==> src/core/tq_pkg.sv <==
// Package with constants, types and record layout for the timed output queue.
package tq_pkg;

	// ********************************************************************
	// Sizes and record values
	// ********************************************************************
	localparam int unsigned CHANNELS       = 4;
	localparam int unsigned TAG_W          = 8;
	localparam int unsigned TIME_W         = 16;
	localparam int unsigned FIFO_DEPTH     = 4;
	localparam int unsigned RECORD_BYTES   = 20;
	localparam int unsigned SHORT_BYTES    = 4;
	localparam logic [7:0]  MODULE_INFO    = 8'h1F;
	localparam logic [7:0]  CHANNEL_TYPE   = 8'h72;
	localparam logic [7:0]  DIAG_BITS      = 8'h00;
	localparam logic [7:0]  CHANNEL_NUM    = 8'h04;
	localparam logic [7:0]  RESERVED_BYTE  = 8'h00;
	localparam logic [6:0]  CHTYPE_CODE    = 7'h72;
	localparam int unsigned LAST_TAG_BIT   = 6;

	// ********************************************************************
	// Access paths to the record
	// ********************************************************************
	localparam logic [7:0]  SET_FULL       = 8'h01;
	localparam logic [7:0]  SET_SHORT      = 8'h00;
	localparam logic [15:0] OBJ_FULL       = 16'h2F01;
	localparam logic [15:0] OBJ_SHORT      = 16'h2F00;
	localparam logic [15:0] ECAT_INDEX     = 16'h5005;

	// Byte offsets of record fields.
	localparam logic [4:0]  OFS_ERR_A      = 5'h00;
	localparam logic [4:0]  OFS_MODTYPE    = 5'h01;
	localparam logic [4:0]  OFS_CHTYPE     = 5'h04;
	localparam logic [4:0]  OFS_BITS       = 5'h05;
	localparam logic [4:0]  OFS_CHCOUNT    = 5'h06;
	localparam logic [4:0]  OFS_STAMP      = 5'h10;

	// Subindex of each field on the EtherCAT path.
	localparam logic [7:0]  SUB_FIRST      = 8'h02;
	localparam logic [7:0]  SUB_LAST_ERR   = 8'h11;
	localparam logic [7:0]  SUB_STAMP      = 8'h13;

	typedef enum logic [1:0] {
		PATH_SET  = 2'b00,
		PATH_CAN  = 2'b01,
		PATH_ECAT = 2'b10
	} diag_path_t;

	typedef struct packed {
		logic [CHANNELS-1:0] state;
		logic [TAG_W-1:0]    tag;
		logic [TIME_W-1:0]   time_us;
	} entry_t;

	typedef struct packed {
		diag_path_t  path;
		logic [15:0] index;
		logic [7:0]  sel;
	} diag_req_t;

endpackage : tq_pkg

==> src/core/timed_output_queue_diag.sv <==
// Timed output queue for four outputs with its diagnostic record.
// ************************************************************************
// Summary of operation
// - Apply queued states in order, then drop them.
// - No interrupts; diagnostics read on request only.
// - Record set one full, zero first four bytes.
// - Object 2F01h full, 2F00h first four.
// - EtherCAT fields under 5005h, own subindices.
// - Module information byte reads 1Fh.
// - Channel type 72h, bit seven zero.
// - Diagnostic bits per channel reads zero.
// - Channel count reads four.
// - Timestamp captures ticker when record generated.
// ************************************************************************
`timescale 1ns/1ps
`default_nettype none
module timed_output_queue_diag #(
	parameter int unsigned CH    = tq_pkg::CHANNELS,
	parameter int unsigned DEPTH = tq_pkg::FIFO_DEPTH
) (
	input  wire logic                clk,
	input  wire logic                rst_n,
	input  wire tq_pkg::entry_t      entry,
	input  wire logic                entry_valid,
	output logic                     entry_ready,
	input  wire logic [31:0]         ticker_us,
	input  wire tq_pkg::diag_req_t   diag_req,
	input  wire logic                diag_req_valid,
	output logic [7:0]               diag_byte,
	output logic                     diag_byte_valid,
	output logic                     diag_last,
	output logic                     diag_error,
	output logic [CH-1:0]            output_image,
	output logic [7:0]               last_applied_tag,
	output logic [7:0]               pending_entry_count,
	output logic                     interrupt_req
);

	// ********************************************************************
	// State
	// ********************************************************************
	typedef enum logic [1:0] {
		DG_IDLE = 2'b00,
		DG_SEND = 2'b01
	} diag_fsm_t;

	typedef struct packed {
		logic [31:0]   tick_meta;
		logic [31:0]   tick_sync;
		logic [CH-1:0] outputs;
		logic [7:0]    last_tag;
		logic [7:0]    pending;
		diag_fsm_t     fsm;
		logic [31:0]   stamp;
		logic [4:0]    pos;
		logic [4:0]    stop;
		logic [7:0]    byte_out;
		logic          byte_valid;
		logic          last;
		logic          err;
		logic          irq;
	} top_state_t;

	top_state_t s_q;
	top_state_t s_d;

	tq_pkg::entry_t            head;
	logic                      head_valid;
	logic                      head_pop;
	logic [$clog2(DEPTH):0]    fifo_count;
	logic                      accept;
	logic [4:0]                start_pos;
	logic [4:0]                end_pos;

	tq_fifo #(
		.WIDTH ($bits(tq_pkg::entry_t)),
		.DEPTH (DEPTH)
	) u_fifo (
		.clk       (clk),
		.rst_n     (rst_n),
		.in_data   (entry),
		.in_valid  (entry_valid),
		.in_ready  (entry_ready),
		.out_data  (head),
		.out_valid (head_valid),
		.out_ready (head_pop),
		.count     (fifo_count)
	);

	// Fire when the synchronised ticker's low half equals the stamp, so the
	// wrap from 65535 to 0 needs no special handling.
	assign head_pop = head_valid &&
		(s_q.tick_sync[tq_pkg::TIME_W-1:0] == head.time_us);

	// Byte of the record at a given offset; reserved bytes give zero.
	function automatic logic [7:0] record_byte(input logic [4:0] ofs,
		input logic [31:0] ts);
		logic [7:0] b;
		b = tq_pkg::RESERVED_BYTE;
		case (ofs)
			tq_pkg::OFS_MODTYPE: b = tq_pkg::MODULE_INFO;
			tq_pkg::OFS_CHTYPE:  b = {1'b0, tq_pkg::CHTYPE_CODE};
			tq_pkg::OFS_BITS:    b = tq_pkg::DIAG_BITS;
			tq_pkg::OFS_CHCOUNT: b = tq_pkg::CHANNEL_NUM;
			default: begin
				if (ofs >= tq_pkg::OFS_STAMP) begin
					b = ts[8*(ofs - tq_pkg::OFS_STAMP) +: 8];
				end
			end
		endcase
		return b;
	endfunction : record_byte

	// ********************************************************************
	// Request decode
	// ********************************************************************
	always_comb begin
		accept    = 1'b1;
		start_pos = tq_pkg::OFS_ERR_A;
		end_pos   = 5'(tq_pkg::RECORD_BYTES - 1);
		case (diag_req.path)
			tq_pkg::PATH_SET: begin
				if (diag_req.sel == tq_pkg::SET_SHORT) begin
					end_pos = 5'(tq_pkg::SHORT_BYTES - 1);
				end else if (diag_req.sel != tq_pkg::SET_FULL) begin
					accept = 1'b0;
				end
			end
			tq_pkg::PATH_CAN: begin
				if (diag_req.index == tq_pkg::OBJ_SHORT) begin
					end_pos = 5'(tq_pkg::SHORT_BYTES - 1);
				end else if (diag_req.index != tq_pkg::OBJ_FULL) begin
					accept = 1'b0;
				end
			end
			tq_pkg::PATH_ECAT: begin
				// One field per subindex; the stamp field is four bytes.
				if (diag_req.index != tq_pkg::ECAT_INDEX) begin
					accept = 1'b0;
				end else if (diag_req.sel == tq_pkg::SUB_STAMP) begin
					start_pos = tq_pkg::OFS_STAMP;
					end_pos   = 5'(tq_pkg::RECORD_BYTES - 1);
				end else if (diag_req.sel >= tq_pkg::SUB_FIRST &&
					diag_req.sel <= tq_pkg::SUB_LAST_ERR) begin
					start_pos = 5'(diag_req.sel - tq_pkg::SUB_FIRST);
					end_pos   = start_pos;
				end else begin
					accept = 1'b0;
				end
			end
			default: accept = 1'b0;
		endcase
	end

	// ********************************************************************
	// Next state
	// ********************************************************************
	always_comb begin
		s_d            = s_q;
		s_d.tick_meta  = ticker_us;
		s_d.tick_sync  = s_q.tick_meta;
		s_d.byte_valid = 1'b0;
		s_d.last       = 1'b0;
		s_d.err        = 1'b0;
		s_d.irq        = 1'b0;
		s_d.pending    = 8'(fifo_count);
		if (head_pop) begin
			s_d.outputs  = head.state;
			s_d.last_tag = head.tag;
		end
		case (s_q.fsm)
			DG_IDLE: begin
				if (diag_req_valid) begin
					if (accept) begin
						s_d.stamp = s_q.tick_sync;
						s_d.pos   = start_pos;
						s_d.stop  = end_pos;
						s_d.fsm   = DG_SEND;
					end else begin
						s_d.err = 1'b1;
					end
				end
			end
			DG_SEND: begin
				s_d.byte_out   = record_byte(s_q.pos, s_q.stamp);
				s_d.byte_valid = 1'b1;
				s_d.pos        = s_q.pos + 5'h01;
				if (s_q.pos == s_q.stop) begin
					s_d.last = 1'b1;
					s_d.fsm  = DG_IDLE;
				end
			end
			default: s_d.fsm = DG_IDLE;
		endcase
	end

	always_ff @(posedge clk or negedge rst_n) begin
		if (!rst_n) begin
			s_q <= '0;
		end else begin
			s_q <= s_d;
		end
	end

	// ********************************************************************
	// Outputs
	// ********************************************************************
	assign output_image        = s_q.outputs;
	assign last_applied_tag    = s_q.last_tag;
	assign pending_entry_count = s_q.pending;
	assign diag_byte           = s_q.byte_out;
	assign diag_byte_valid     = s_q.byte_valid;
	assign diag_last           = s_q.last;
	assign diag_error          = s_q.err;
	// The module never interrupts; diagnostics are polled.
	assign interrupt_req       = s_q.irq;

endmodule : timed_output_queue_diag
`default_nettype wire

==> src/core/tq_fifo.sv <==
// Small flip-flop FIFO with valid and ready on both sides.
`timescale 1ns/1ps
`default_nettype none
module tq_fifo #(
	parameter int unsigned WIDTH = 28,
	parameter int unsigned DEPTH = 4
) (
	input  wire logic             clk,
	input  wire logic             rst_n,
	input  wire logic [WIDTH-1:0] in_data,
	input  wire logic             in_valid,
	output logic                  in_ready,
	output logic [WIDTH-1:0]      out_data,
	output logic                  out_valid,
	input  wire logic             out_ready,
	output logic [$clog2(DEPTH):0] count
);
	localparam int unsigned AW = $clog2(DEPTH);

	typedef struct packed {
		logic [DEPTH-1:0][WIDTH-1:0] mem;
		logic [AW-1:0]               wr;
		logic [AW-1:0]               rd;
		logic [AW:0]                 cnt;
		logic                        not_full;
	} fifo_state_t;

	fifo_state_t s_q;
	fifo_state_t s_d;
	logic        push;
	logic        pop;

	always_comb begin
		s_d  = s_q;
		push = in_valid && (s_q.cnt != DEPTH[AW:0]);
		pop  = out_ready && (s_q.cnt != '0);
		if (push) begin
			s_d.mem[s_q.wr] = in_data;
			s_d.wr = (s_q.wr == AW'(DEPTH - 1)) ? '0 : s_q.wr + 1'b1;
		end
		if (pop) begin
			s_d.rd = (s_q.rd == AW'(DEPTH - 1)) ? '0 : s_q.rd + 1'b1;
		end
		s_d.cnt = s_q.cnt + {{AW{1'b0}}, push} - {{AW{1'b0}}, pop};
		// Ready has its own flop so the port comes straight from a register.
		s_d.not_full = (s_d.cnt != DEPTH[AW:0]);
	end

	always_ff @(posedge clk or negedge rst_n) begin
		if (!rst_n) begin
			s_q <= '{mem: '0, wr: '0, rd: '0, cnt: '0, not_full: 1'b1};
		end else begin
			s_q <= s_d;
		end
	end

	assign in_ready  = s_q.not_full;
	assign out_valid = (s_q.cnt != '0);
	assign out_data  = s_q.mem[s_q.rd];
	assign count     = s_q.cnt;
endmodule : tq_fifo
`default_nettype wire

==> config.mk <==
export PLATFORM = sky130hd
export DESIGN_NAME = timed_output_queue_diag
export DESIGN_NICKNAME = d
export VERILOG_FILES = /design/src/core/tq_pkg.sv /design/src/core/timed_output_queue_diag.sv /design/src/core/tq_fifo.sv
export SDC_FILE = /design/constraint.sdc
export NUM_CORES = 1
export LEC_CHECK = 0
export BUFFER_PORTS_ARGS = -buffer_cell sky130_fd_sc_hd__buf_4
export CAP_MARGIN = 20
export CELL_PAD_IN_SITES_DETAIL_PLACEMENT = 1
export CELL_PAD_IN_SITES_GLOBAL_PLACEMENT = 1
export CORE_UTILIZATION = 35
export DETAILED_ROUTE_END_ITERATION = 10
export GPL_TIMING_DRIVEN = 1
export PLACE_DENSITY_LB_ADDON = 0.1
export SYNTH_ARGS = -nofsm -noshare
export SYNTH_HDL_FRONTEND = slang
export SYNTH_SLANG_ARGS = --single-unit
==> constraint.sdc <==
create_clock -name clk -period 5 [get_ports clk]
set_input_delay 0.5 -clock clk [delete_from_list [all_inputs] [get_ports clk]]
set_output_delay 0.5 -clock clk [all_outputs]
set_load 0.005 [all_outputs]
# ---- Yosys cells after proc, flatten, opt, wreduce, memory -nomap -nowiden
# Index checks and enable logic that the tools add are counted.
dict set report word_totals {
  elab_cells 106
  ff_bits 254
}
dict set report classes {
  n_eq_ne 21
  mux 37
  add_sub_neg 7
  n_reduce_logical 13
  magnitude_cmp 6
  n_shift 1
}
# op n
set ops {}
lappend ops {{$bwmux 112} 1}
lappend ops {{$mux 44} 2}
lappend ops {{$bmux 28 s2} 1}
lappend ops {{$demux 28 s2} 1}
lappend ops {{$mux 28} 2}
lappend ops {{$mux 5} 9}
lappend ops {{$shiftx 32x33->8} 1}
lappend ops {{$pmux 8 s4} 1}
lappend ops {{$eq 16x14->1 const B} 1}
lappend ops {{$eq 16x16->1} 1}
lappend ops {{$ne 16x14->1 const B} 1}
lappend ops {{$ne 16x15->1 const B} 1}
lappend ops {{$eq 5x3->1 const B} 3}
lappend ops {{$pmux 5 s3} 1}
lappend ops {{$mux 1} 11}
lappend ops {{$pmux 5 s2} 1}
lappend ops {{$reduce_and 3->1} 3}
lappend ops {{$eq 8x5->1 const B} 1}
lappend ops {{$ge 8x2->1 const B} 1}
lappend ops {{$le 8x5->1 const B} 1}
lappend ops {{$logic_not 8->1} 1}
lappend ops {{$mux 2} 4}
lappend ops {{$mux 8} 1}
lappend ops {{$ne 8x1->1 const B} 1}
lappend ops {{21 further kinds} 34}

# ---- Depth between registers and ports, before layout
# Gate-level depths: netlist of run 1.
dict set report logic_depth {
  word_depth 9
  ltp_mapped 14
}

# ---- By module
# Synthesis of run 1 repeated with hierarchy kept, for this count alone.
dict set report hier_totals {
  cells_unflattened 699
  area_unflattened_um2 10894.2
}
# mod area_per_inst_um2 seq_area_each_um2 cells_per_inst instances
set modules_own_cells {}
lappend modules_own_cells {tq_fifo 5708.0 3004.1 313 1}
lappend modules_own_cells {timed_output_queue_diag 5186.2 3328.2 386 1}

# ---- Worst setup path after synthesis of run 1
# No wires, ideal clock.
dict set report synth_path {
  kind {flip-flop to flip-flop}
  startpoint {register u_fifo.s_q[5] (netlist bit)}
  endpoint {register u_fifo.s_q, in the netlist u_fifo.in_ready}
  setup_slack_ns 1.990
  n_path_buf 2
  t_required_ns 4.917
  arrival_time_ns 2.927
  synth_period_minus_slack_ns 3.010
  stages_incl_launch_ff 14
  cell_sequence {dfrtp_1 -> buf_2 -> buf_2 -> mux4_2 -> xor2_1 -> a2111oi_2 -> and3_1 -> ha_1 -> inv_1 -> ha_1 -> fa_1 -> xnor2_1 -> xnor2_1 -> nand2_1}
}
# item line_no
set synth_lines {}
lappend synth_lines {{start, declared} tq_fifo.sv:28} ;# fifo_state_t s_q;
lappend synth_lines {{start signal, assigned} tq_fifo.sv:51} ;# s_q <= '{mem: '0, wr: '0, rd: '0, cnt: '0, not_full: 1'b1};

==> results.py, run 1 <==
metrics = {
    "critical_path": {
        "crit_path_top_delay_cell": "dfrtp_2",
        "rr_startpoint": "u_fifo.s_q[5]",
        "critPathKind": "reg -> reg",
        "cp_cell_sequence": "mux2i_1 > xor2_1 > nand2_1 > a2111oi_2 > and3_1 > ha_1 > inv_1 > ha_1 > fa_1 > xnor2_1 > xnor2_1 > nand2_1",
        "cp-start-kind": "register",
        "cp_top_family": "flip-flops",
        "endpoint_kind": "register",
        "rr_worst_depth": 12,
        "crit_fanout": 35,
        "reg2reg_slack_ns": 1.25,
        "reg2reg_to": "u_fifo.in_ready",
        "path_buf_inv": 1,
        "cp_data_required_time_ns": 5.46,
        "cpPeakStageDelay_ns": 1.03,
        "critPathArrivalTime_ns": 4.20,
    },
    "logic_synthesis": {
        "ys_ff_latch": 253,
        "ys_warn_count": 0,
        "ys_seq_area_share_pct": 60.4,
        "synthCells": 686,
        "syn_area_mm2": 0.0105,
        "synth-edff-count": 0,
        "synth_flop_cell": "dfrtp_1",
        "async_flop_share_pct": 100,
        "ys_types": 50,
        "syn_area_per_cell_um2": 15.3,
    },
    "clocking": {
        "ctsLongestPathBuffers": 3,
        "root_buffer": "clkbuf_16",
        "cts_num_sinks": 253,
        "clkTransAtPathRegs_ns": 0.06,
        "cts_buffers": 28,
        "cts_max_level": 1,
        "ctsResizeCount": 0,
        "cts_tree": "yes",
        "clk_latency_ns": 0.53,
    },
    "power_and_ir_drop": {
        "powerDensity_mw_per_mm2": 521,
        "finalPower_mw": 6.52,
        "p_leak_nw": 5.65,
        "ir_drop_v": 0.000263,
    },
    "drt": {
        "post-route-drc-count": 0,
        "first_pass_iters": 4,
        "post_drt_wl_per_cell_um": 19.1,
        "dr_total_vias": 5823,
        "wirelength_um": 22900,
        "ant_nets": 0,
        "dr.first_iter.drc_count": 241,
        "vias_per_cell": 4.86,
    },
    "placement": {
        "post-place-ws_ns": 0.964,
        "placedCellCount": 1143,
        "portBuffers": 116,
        "place_area_mm2": 0.0116,
        "dp_hpwl_um": 15300,
        "place_congestion": 0.814,
    },
    "grt": {
        "met1_usage_pct": 20.9,
        "gr-max-usage-layer": "met2",
        "grt_start_max_net_pins": 133,
        "antenna_found_initial": 1,
        "track_usage_pct": 15.7,
        "grt_pass1_vias": 6670,
        "use_met3_pct": 2.52,
        "grt_pass1_wl_um": 37600,
        "grt-ovfl-total": 0,
        "use_met2_pct": 26.9,
    },
    "timing": {
        "rsz0062_at_grt": "no",
        "finalCriticalPeriod_ns": 3.75,
        "finalCritPeriodShare_pct": 74.9,
        "setup_slack_ns": 1.25,
        "tns_ns": 0,
        "max_slew_margin_pct": 32.9,
        "final_max_slew_viol_count": 0,
        "tightestPinTransition_ns": 1.01,
        "hold_viol": 0,
        "skew_ns": 0.00780,
        "fmax_mhz": 267,
        "setup_viol": 0,
    },
    "hold_path": {
        "min_path_cells": 1,
        "holdPathEnd": "s_d[101]",
        "hold_start": "ticker_us[25]",
        "hold_class": "in -> reg",
    },
    "final_layout": {
        "area_delta_synth_final_pct": 19.5,
        "nets": 894,
        "drive_gt1_share_pct": 45.0,
        "fin_area_mm2": 0.0125,
        "layout.cells.non_filler": 1197,
    },
    "floorplan": {
        "die_y_um": 175,
        "num_rows": 62,
        "ios": 123,
        "die_x_um": 175,
        "die_area_mm2": 0.0306,
        "core_mm2": 0.0291,
        "initial_core_util_pct": 36.0,
    },
    "run": {
        "max_cap_viol_count": 0,
    },
    "run_status": {
        "outcome": "complete, no violations",
    },
}
## how the worst max path moves through the flow
stage,slack [ns],to,from,depth (start not counted)
global placement,1.10,u_fifo.in_ready,u_fifo.s_q[4],12
detailed placement,0.96,u_fifo.in_ready,u_fifo.s_q[4],12
finish,1.25,u_fifo.in_ready,u_fifo.s_q[5],12
floorplan,1.99,u_fifo.in_ready,u_fifo.s_q[5],13
CTS,0.96,u_fifo.in_ready,u_fifo.s_q[4],12
global route,0.93,u_fifo.in_ready,u_fifo.s_q[5],12
## Yosys cell counts (all sizes together) (3+ instances only)
cell    instances  area [µm²]
ha             12         150
clkbuf         13        48.8
o22ai           3        18.8
nand3           5        30.0
buf            42         317
nand4           5        31.3
a31oi           7        43.8
nand2          16        60.1
o21ai           4        20.0
nor4            6        52.6
dfrtp         252        6310
a21oi          12        71.3
mux2          160        1810
and3            5        31.3
nor2           25        93.8
nor3            5        25.0
inv            18        67.6
xor2           13         114
xnor2          17         149
mux2i          10         100
mux4           31         698
or4             3        26.3
## timing repair
action,CTS,global route
setup buffers,0,0
hold endpoints to repair,59,0
hold buffers,1,0
## placed cells by master (no fill, tap or decap), types with 6 or more instances in the layout
cell type,Yosys,final
a21oi_1,11,11
a31oi_1,7,7
buf_4,31,121
clkbuf_16,0,29
clkbuf_8,0,7
clkinv_2,0,7
conb_1,1,6
dfrtp_1,252,250
ha_1,12,12
inv_1,18,18
mux2_1,6,6
mux2_2,153,153
mux2i_1,10,10
mux4_2,31,31
nand2_1,16,16
nor2_1,25,25
xnor2_1,17,17
xor2_1,13,13
## layout make-up
class | instances | area (µm²)
clock inverters | 11 | 90.1
flip-flops and latches | 253 | 6330
well taps | 384 | 480
multi-input cells | 365 | 3730
repair buffers | 125 | 973
fillers | 2918 | 16600
diodes | 1 | 2.50
inverters | 18 | 67.6
clock buffers | 40 | 837
## logic make-up after synthesis
family                   after synthesis  share of synthesized area [%]
other                                  1                         0.0358
AO/OA/AOI/OAI                         37                           2.48
multiplexers                         201                           24.8
adder cells (fa/ha/maj)               13                           1.62
flip-flops                           253                           60.4
XOR/XNOR                              30                           2.51
AND/OR/NAND/NOR                       78                           3.94
buffers and inverters                 73                           4.13
## power breakdown
group	total (mW)	switching [mW]	internal (mW)	leakage (nW)
registers	3.00	0.367	2.64	3.08
logic	1.49	0.582	0.907	2.10
clock network	2.03	0.815	1.21	0.463
total	6.52	1.76	4.76	5.65
## through the flow
| step | hold WS [ns] | utilization, % |
|---|---|---|
| floorplan | 0.204 | - |
| global placement | 0.334 | 39.7 |
| detailed placement | 0.336 | 39.7 |
| CTS | 0.0479 | 43.0 |
| global route | 0.0471 | 43.0 |
| finish | 0.0697 | 43.0 |
## flip-flops by register name (all words and copies together) (netlist names)
name and flops:
output_image 4, last_applied_tag 8, diag_byte 8, u_fifo.in_ready 1, s_q 75, diag_byte_valid 1
pending_entry_count 3, diag_error 1, diag_last 1, s_d 32, u_fifo.count 3, u_fifo.s_q 116
## layer usage
metal  part of all wire, %  vias up
met5                     0        -
met4                   1.7        0
met3                   3.8       29
met2                    50      110
met1                    44     3060
li1                      -     2624
Power figures use the tool's default switching activity.
==> run 2: changes to the inputs <==
==> constraint.sdc (replaced) <==
create_clock -name clk -period 3.1 [get_ports clk]
set_input_delay 0.31 -clock clk [delete_from_list [all_inputs] [get_ports clk]]
set_output_delay 0.31 -clock clk [all_outputs]
set_load 0.005 [all_outputs]
==> run 2 against run 1 <==
Net effect: critical path type unchanged; first-iteration DRC count grew 0.83%; via count grew 4.2%; register-to-register slack lost 1.4 ns; utilization grew 2.2 points; combinational power grew 74%; the run now ends with negative setup slack left; sequential cell count is the same; critical path depth grew 2; count of clock-buffer cells in the layout grew 2; sequential share of layout area shrank 2.5 points; die area is the same; wire length grew 6.1%.
==> results.py, run 2 (synthesis gave the netlist of run 1 again) <==
metrics = {
    "power_and_ir_drop": {
        "seqPwrFrac_pct": 44.5,
        "intPower_mw": 7.94,
        "p_clk_share_pct": 31.5,
        "switching_share_pct": 26.9,
        "ir_drop_v": 0.000390,
        "powerDensity_mw_per_mm2": 825,
        "p_sw_mw": 2.92,
        "p_leak_nw": 5.93,
        "p_comb_share_pct": 23.9,
    },
    "placement": {
        "dp_hpwl_um": 16100,
        "portBuffers": 116,
        "place_congestion": 0.817,
        "place_area_mm2": 0.0117,
        "post-place-ws_ns": -0.340,
    },
    "floorplan": {
        "ios": 123,
        "die_x_um": 175,
        "die_area_mm2": 0.0306,
        "core_mm2": 0.0291,
        "initial_core_util_pct": 36.0,
        "num_rows": 62,
        "die_y_um": 175,
    },
    "final_layout": {
        "top_register": "u_fifo.s_q",
        "antenna_cells": 0,
        "fin_area_mm2": 0.0132,
        "largest_register_ffs": 116,
        "nFillCells": 2877,
        "nets": 946,
        "drive_gt1_share_pct": 45.1,
        "area_delta_synth_final_pct": 25.7,
        "final_cell_mix": "dfrtp_1, mux2_2, buf_4",
        "final_common_cell": "dfrtp_1",
    },
    "critical_path": {
        "cp-startpoint": "u_fifo.s_q[4]",
        "crit_fanout": 5,
        "critPathKind": "reg -> reg",
        "cpPeakStageDelay_ns": 0.49,
        "critPathArrivalTime_ns": 3.72,
        "endpoint_kind": "register",
        "rr_startpoint": "u_fifo.s_q[4]",
        "crit_path_top_delay_cell": "dfrtp_4",
        "cp-start-kind": "register",
        "cp_data_required_time_ns": 3.56,
        "cp_cell_sequence": "buf_8 > buf_12 > mux4_2 > xnor2_1 > nand4_1 > nor4_2 > and3_4 > ha_4 > inv_2 > ha_4 > fa_2 > xnor2_2 > xnor2_2 > nand2_1",
    },
    "run_status": {
        "violations": "negative setup slack",
        "outcome": "complete, but fails checks",
    },
    "drt": {
        "wirelength_um": 24300,
        "post-route-drc-count": 0,
        "dr_total_vias": 6066,
        "post_drt_wl_per_cell_um": 19.4,
        "first_pass_iters": 4,
        "ant_nets": 0,
        "dr.first_iter.drc_count": 243,
        "vias_per_cell": 4.86,
    },
    "grt": {
        "antenna_found_initial": 0,
        "track_usage_pct": 16.7,
        "grt-ovfl-total": 0,
        "grt_pass1_vias": 7052,
        "grt_pass1_wl_um": 39800,
        "grt_start_max_net_pins": 108,
    },
    "clocking": {
        "root_buffer": "clkbuf_16",
        "clkTransAtPathRegs_ns": 0.06,
        "cts_max_level": 1,
        "cts_num_sinks": 253,
        "cts_tree": "yes",
        "clk_latency_ns": 0.54,
        "cts_buffers": 28,
        "ctsLongestPathBuffers": 3,
    },
    "hold_path": {
        "hold_class": "in -> reg",
        "hold_start": "entry[4]",
    },
    "timing": {
        "setup_viol": 2,
        "max_slew_margin_pct": 38.3,
        "skew_ns": 0.0211,
        "tightestPinTransition_ns": 0.921,
        "final_max_slew_viol_count": 0,
        "hold_viol": 0,
        "rsz0062_at_grt": "yes",
        "setup_slack_ns": -0.162,
        "fmax_mhz": 307,
        "finalCriticalPeriod_ns": 3.26,
        "finalCritPeriodShare_pct": 105,
    },
    "run": {
        "max_cap_viol_count": 0,
    },
}
-- run 2: what timing repair did --
| item | in CTS | in global routing |
|---|---|---|
| buffers inserted | 5 | 0 |
| setup endpoints to repair | 3 | 3 |
| gates resized for setup | 14 | 4 |
| hold endpoints to repair | 137 | 0 |
| hold buffers | 35 | 0 |
| pin swaps | 7 | 4 |
| gates cloned | 0 | 0 |
-- run 2: critical path, delay by kind of cell, from the launching register on --
| family | cells | cell delay [ns] |
|---|---|---|
| AND/OR/NAND/NOR | 4 | 0.85 |
| flip-flops | 1 | 0.49 |
| adder cells (fa/ha/maj) | 3 | 0.65 |
| multiplexers | 1 | 0.42 |
| buffers and inverters | 3 | 0.31 |
| XOR/XNOR | 3 | 0.47 |
-- run 2: worst paths after layout --
path,depth (start not counted),slack (ns),end
setup reg to reg,14,-0.16,u_fifo.in_ready
setup / recovery,14,-0.16,u_fifo.in_ready
min in group asynchronous,2,0.42,last_applied_tag[5]
max in group asynchronous,3,1.79,diag_byte[3]
hold reg to reg,0,0.35,s_q[106]
hold / removal,2,0.03,u_fifo.s_q[12]
-- run 2: final cells by class --
| cell class | instances | area, µm² | area share (%) |
|---|---|---|---|
| multi-input cells | 365 | 3820 | 29.0 |
| clock buffers | 42 | 803 | 6.10 |
| repair buffers | 177 | 1500 | 11.4 |
| flip-flops and latches | 253 | 6340 | 48.1 |
| inverters | 18 | 67.6 | 0.513 |
| well taps | 384 | 480 | 3.65 |
| clock inverters | 10 | 161 | 1.23 |
-- run 2: routing by layer --
metal	global-route usage, %	vias up	part of all wire, %
li1	-	2733	-
met1	22.1	3198	44
met2	28.7	106	51
met3	2.87	29	3.7
met4	3.44	0	1.3
met5	0	-	0
-- run 2: power groups by stage --
stage	registers [mW]	clock network [mW]	logic (mW)
floorplan	4.62	0	1.95
global placement	4.85	0	2.36
detailed placement	4.91	0	2.49
CTS	4.85	3.54	2.60
global route	4.97	3.68	2.85
finish	4.84	3.42	2.60
-- run 2: through the flow --
step	hold WS (ns)	util (%)	power, mW	instances	setup TNS (ns)
final	0.0302	45.3	10.9	1249	-0.285
after global placement	0.334	40.2	7.21	1157	-0.496
after detailed placement	0.336	40.2	7.40	1157	-0.686
after global routing	0.00943	45.3	11.5	1249	-0.552
after CTS	0.00328	45.1	11.0	1249	-0.181
after floorplan	0.0144	-	6.57	691	0
==> run 3: changes to the inputs <==
--- a/config.mk
+++ b/config.mk
@@ -12,6 +12,7 @@
 export CORE_UTILIZATION = 35
 export DETAILED_ROUTE_END_ITERATION = 10
 export GPL_TIMING_DRIVEN = 1
+export HOLD_SLACK_MARGIN = 0.02
 export PLACE_DENSITY_LB_ADDON = 0.1
 export SYNTH_ARGS = -nofsm -noshare
 export SYNTH_HDL_FRONTEND = slang
==> constraint.sdc (replaced) <==
create_clock -name clk -period 3.1 [get_ports clk]
set_input_delay 0.155 -clock clk [delete_from_list [all_inputs] [get_ports clk]]
set_output_delay 0.155 -clock clk [all_outputs]
set_load 0.005 [all_outputs]
==> run 3 against run 2 <==
Net effect: critical path depth down 1; register-to-register slack better by 0.13 ns; the flow still finishes with violations (negative setup slack); critical path type unchanged; final area up 3.6%; hold slack better by 0.025 ns; combinational power up 2%; sequential power about the same; first-iteration DRC count up 9.9%; via count up 1.9%; total power up 2.0%; global-route usage about the same; count of clock-buffer cells in the layout down 2.
==> results.py, run 3 (synthesis gave the netlist of run 1 again) <==
metrics = {
    "final_layout": {
        "nets": 986,
        "antenna_cells": 0,
        "top_register": "u_fifo.s_q",
        "fin_area_mm2": 0.0136,
        "final_common_cell": "dfrtp_1",
        "drive_gt1_share_pct": 44.4,
        "area_delta_synth_final_pct": 30.2,
        "largest_register_ffs": 116,
        "final_cell_mix": "dfrtp_1, mux2_2, buf_4",
    },
    "run_status": {
        "outcome": "complete, but fails checks",
        "violations": "negative setup slack",
    },
    "floorplan": {
        "num_rows": 62,
        "die_x_um": 175,
        "initial_core_util_pct": 36.0,
        "die_area_mm2": 0.0306,
        "die_y_um": 175,
        "ios": 123,
        "core_mm2": 0.0291,
    },
    "timing": {
        "hold_viol": 0,
        "tns_ns": -0.0337,
        "setup_viol": 1,
        "max_slew_margin_pct": 39.7,
        "fmax_mhz": 319,
        "tightestPinTransition_ns": 0.900,
        "setup_slack_ns": -0.0337,
        "finalCriticalPeriod_ns": 3.13,
        "finalCritPeriodShare_pct": 101,
        "final_max_slew_viol_count": 0,
        "rsz0062_at_grt": "yes",
        "skew_ns": 0.0121,
    },
    "critical_path": {
        "endpoint_kind": "register",
        "reg2reg_slack_ns": -0.03,
        "cp-startpoint": "u_fifo.s_q[4]",
        "rr_worst_depth": 13,
        "cp-start-kind": "register",
        "crit_fanout": 5,
        "critPathArrivalTime_ns": 3.60,
        "rr_startpoint": "u_fifo.s_q[4]",
        "reg2reg_to": "u_fifo.in_ready",
        "cp_data_required_time_ns": 3.57,
        "critPathKind": "reg -> reg",
    },
    "placement": {
        "place_congestion": 0.821,
        "post-place-ws_ns": -0.366,
        "portBuffers": 116,
        "dp_hpwl_um": 16100,
        "place_area_mm2": 0.0117,
    },
    "hold_path": {
        "min_path_cells": 5,
        "hold_class": "in -> reg",
        "holdPathEnd": "s_q[16]",
        "hold_start": "diag_req[25]",
    },
    "grt": {
        "grt-ovfl-total": 0,
        "grt_pass1_wl_um": 40100,
        "track_usage_pct": 16.7,
        "grt_pass1_vias": 7163,
        "grt_start_max_net_pins": 106,
        "antenna_found_initial": 0,
    },
    "drt": {
        "dr_total_vias": 6181,
        "ant_nets": 0,
        "post-route-drc-count": 0,
        "first_pass_iters": 4,
        "post_drt_wl_per_cell_um": 19.0,
        "wirelength_um": 24500,
        "dr.first_iter.drc_count": 267,
        "vias_per_cell": 4.80,
    },
    "clocking": {
        "root_buffer": "clkbuf_16",
        "cts_buffers": 28,
        "clkTransAtPathRegs_ns": 0.06,
        "cts_num_sinks": 253,
        "cts_max_level": 1,
        "cts_tree": "yes",
        "clk_latency_ns": 0.54,
        "ctsLongestPathBuffers": 3,
    },
    "run": {
        "max_cap_viol_count": 0,
    },
    "power_and_ir_drop": {
        "finalPower_mw": 11.1,
        "ir_drop_v": 0.000360,
        "powerDensity_mw_per_mm2": 812,
        "p_leak_nw": 6.14,
    },
}
-- run 3: changes by cell type in the layout (fill, tap and decap cells not counted), sizes merged, moves of 2 or more --
cell	change
clkinv	-3
dlygate4sd3	+32
clkinvlp	+2
buf	+7
-- run 3: worst max path at each step --
stage                                 end  slack (ns)  cells after the start
after detailed placement  u_fifo.in_ready       -0.37                     12
after floorplan           u_fifo.in_ready        0.09                     13
final                     u_fifo.in_ready       -0.03                     13
after global placement    u_fifo.in_ready       -0.28                     12
after global routing      u_fifo.in_ready       -0.17                     13
after CTS                 u_fifo.in_ready       -0.07                     12
-- run 3: routing by layer --
metal	vias up	routed length, µm	GRT usage [%]	share of wire (%)
li1	2811	-	-	-
met1	3222	10800	21.9	44
met2	120	12400	28.8	51
met3	28	923	2.79	3.8
met4	0	371	3.73	1.5
met5	-	0	0	0
-- run 3: critical path, cell delays in order, from the launching register on --
cell	delay (ns)
dfrtp_4	0.47
buf_12	0.13
mux4_2	0.52
xnor2_2	0.14
nand4_1	0.20
nor4_2	0.24
and3_4	0.26
ha_4	0.12
inv_2	0.04
ha_4	0.15
fa_2	0.36
xnor2_2	0.19
xnor2_2	0.14
nand2_1	0.08
-- run 3: where the power goes --
part	switching, mW	leakage, nW	internal (mW)
logic	1.04	2.57	1.61
clock network	1.33	0.485	2.22
registers	0.605	3.08	4.25
-- run 3: what timing repair did --
item,CTS,global route
pin swaps,7,3
buffers inserted,10,2
gates resized for setup,13,10
hold buffers,67,0
setup endpoints to repair,3,15
cloned,0,1
endpoints found under the hold margin,247,0
-- run 3: per-stage QoR --
stage	hold slack (ns)	util, %	std cells
floorplan	-0.141	-	691
global placement	0.242	40.3	1159
detailed placement	0.265	40.3	1159
CTS	0.0237	46.6	1287
finish	0.0552	46.9	1288
global route	0.0563	46.9	1288
-- run 3: layout make-up --
cell class                 count  area [µm²]
tap                          384         480
clock buffer                  40         806
clock inverter                11         200
timing repair buffer         217        1910
inverter                      18        67.6
sequential                   253        6340
multi-input combinational    365        3840
fill                        2875       15500
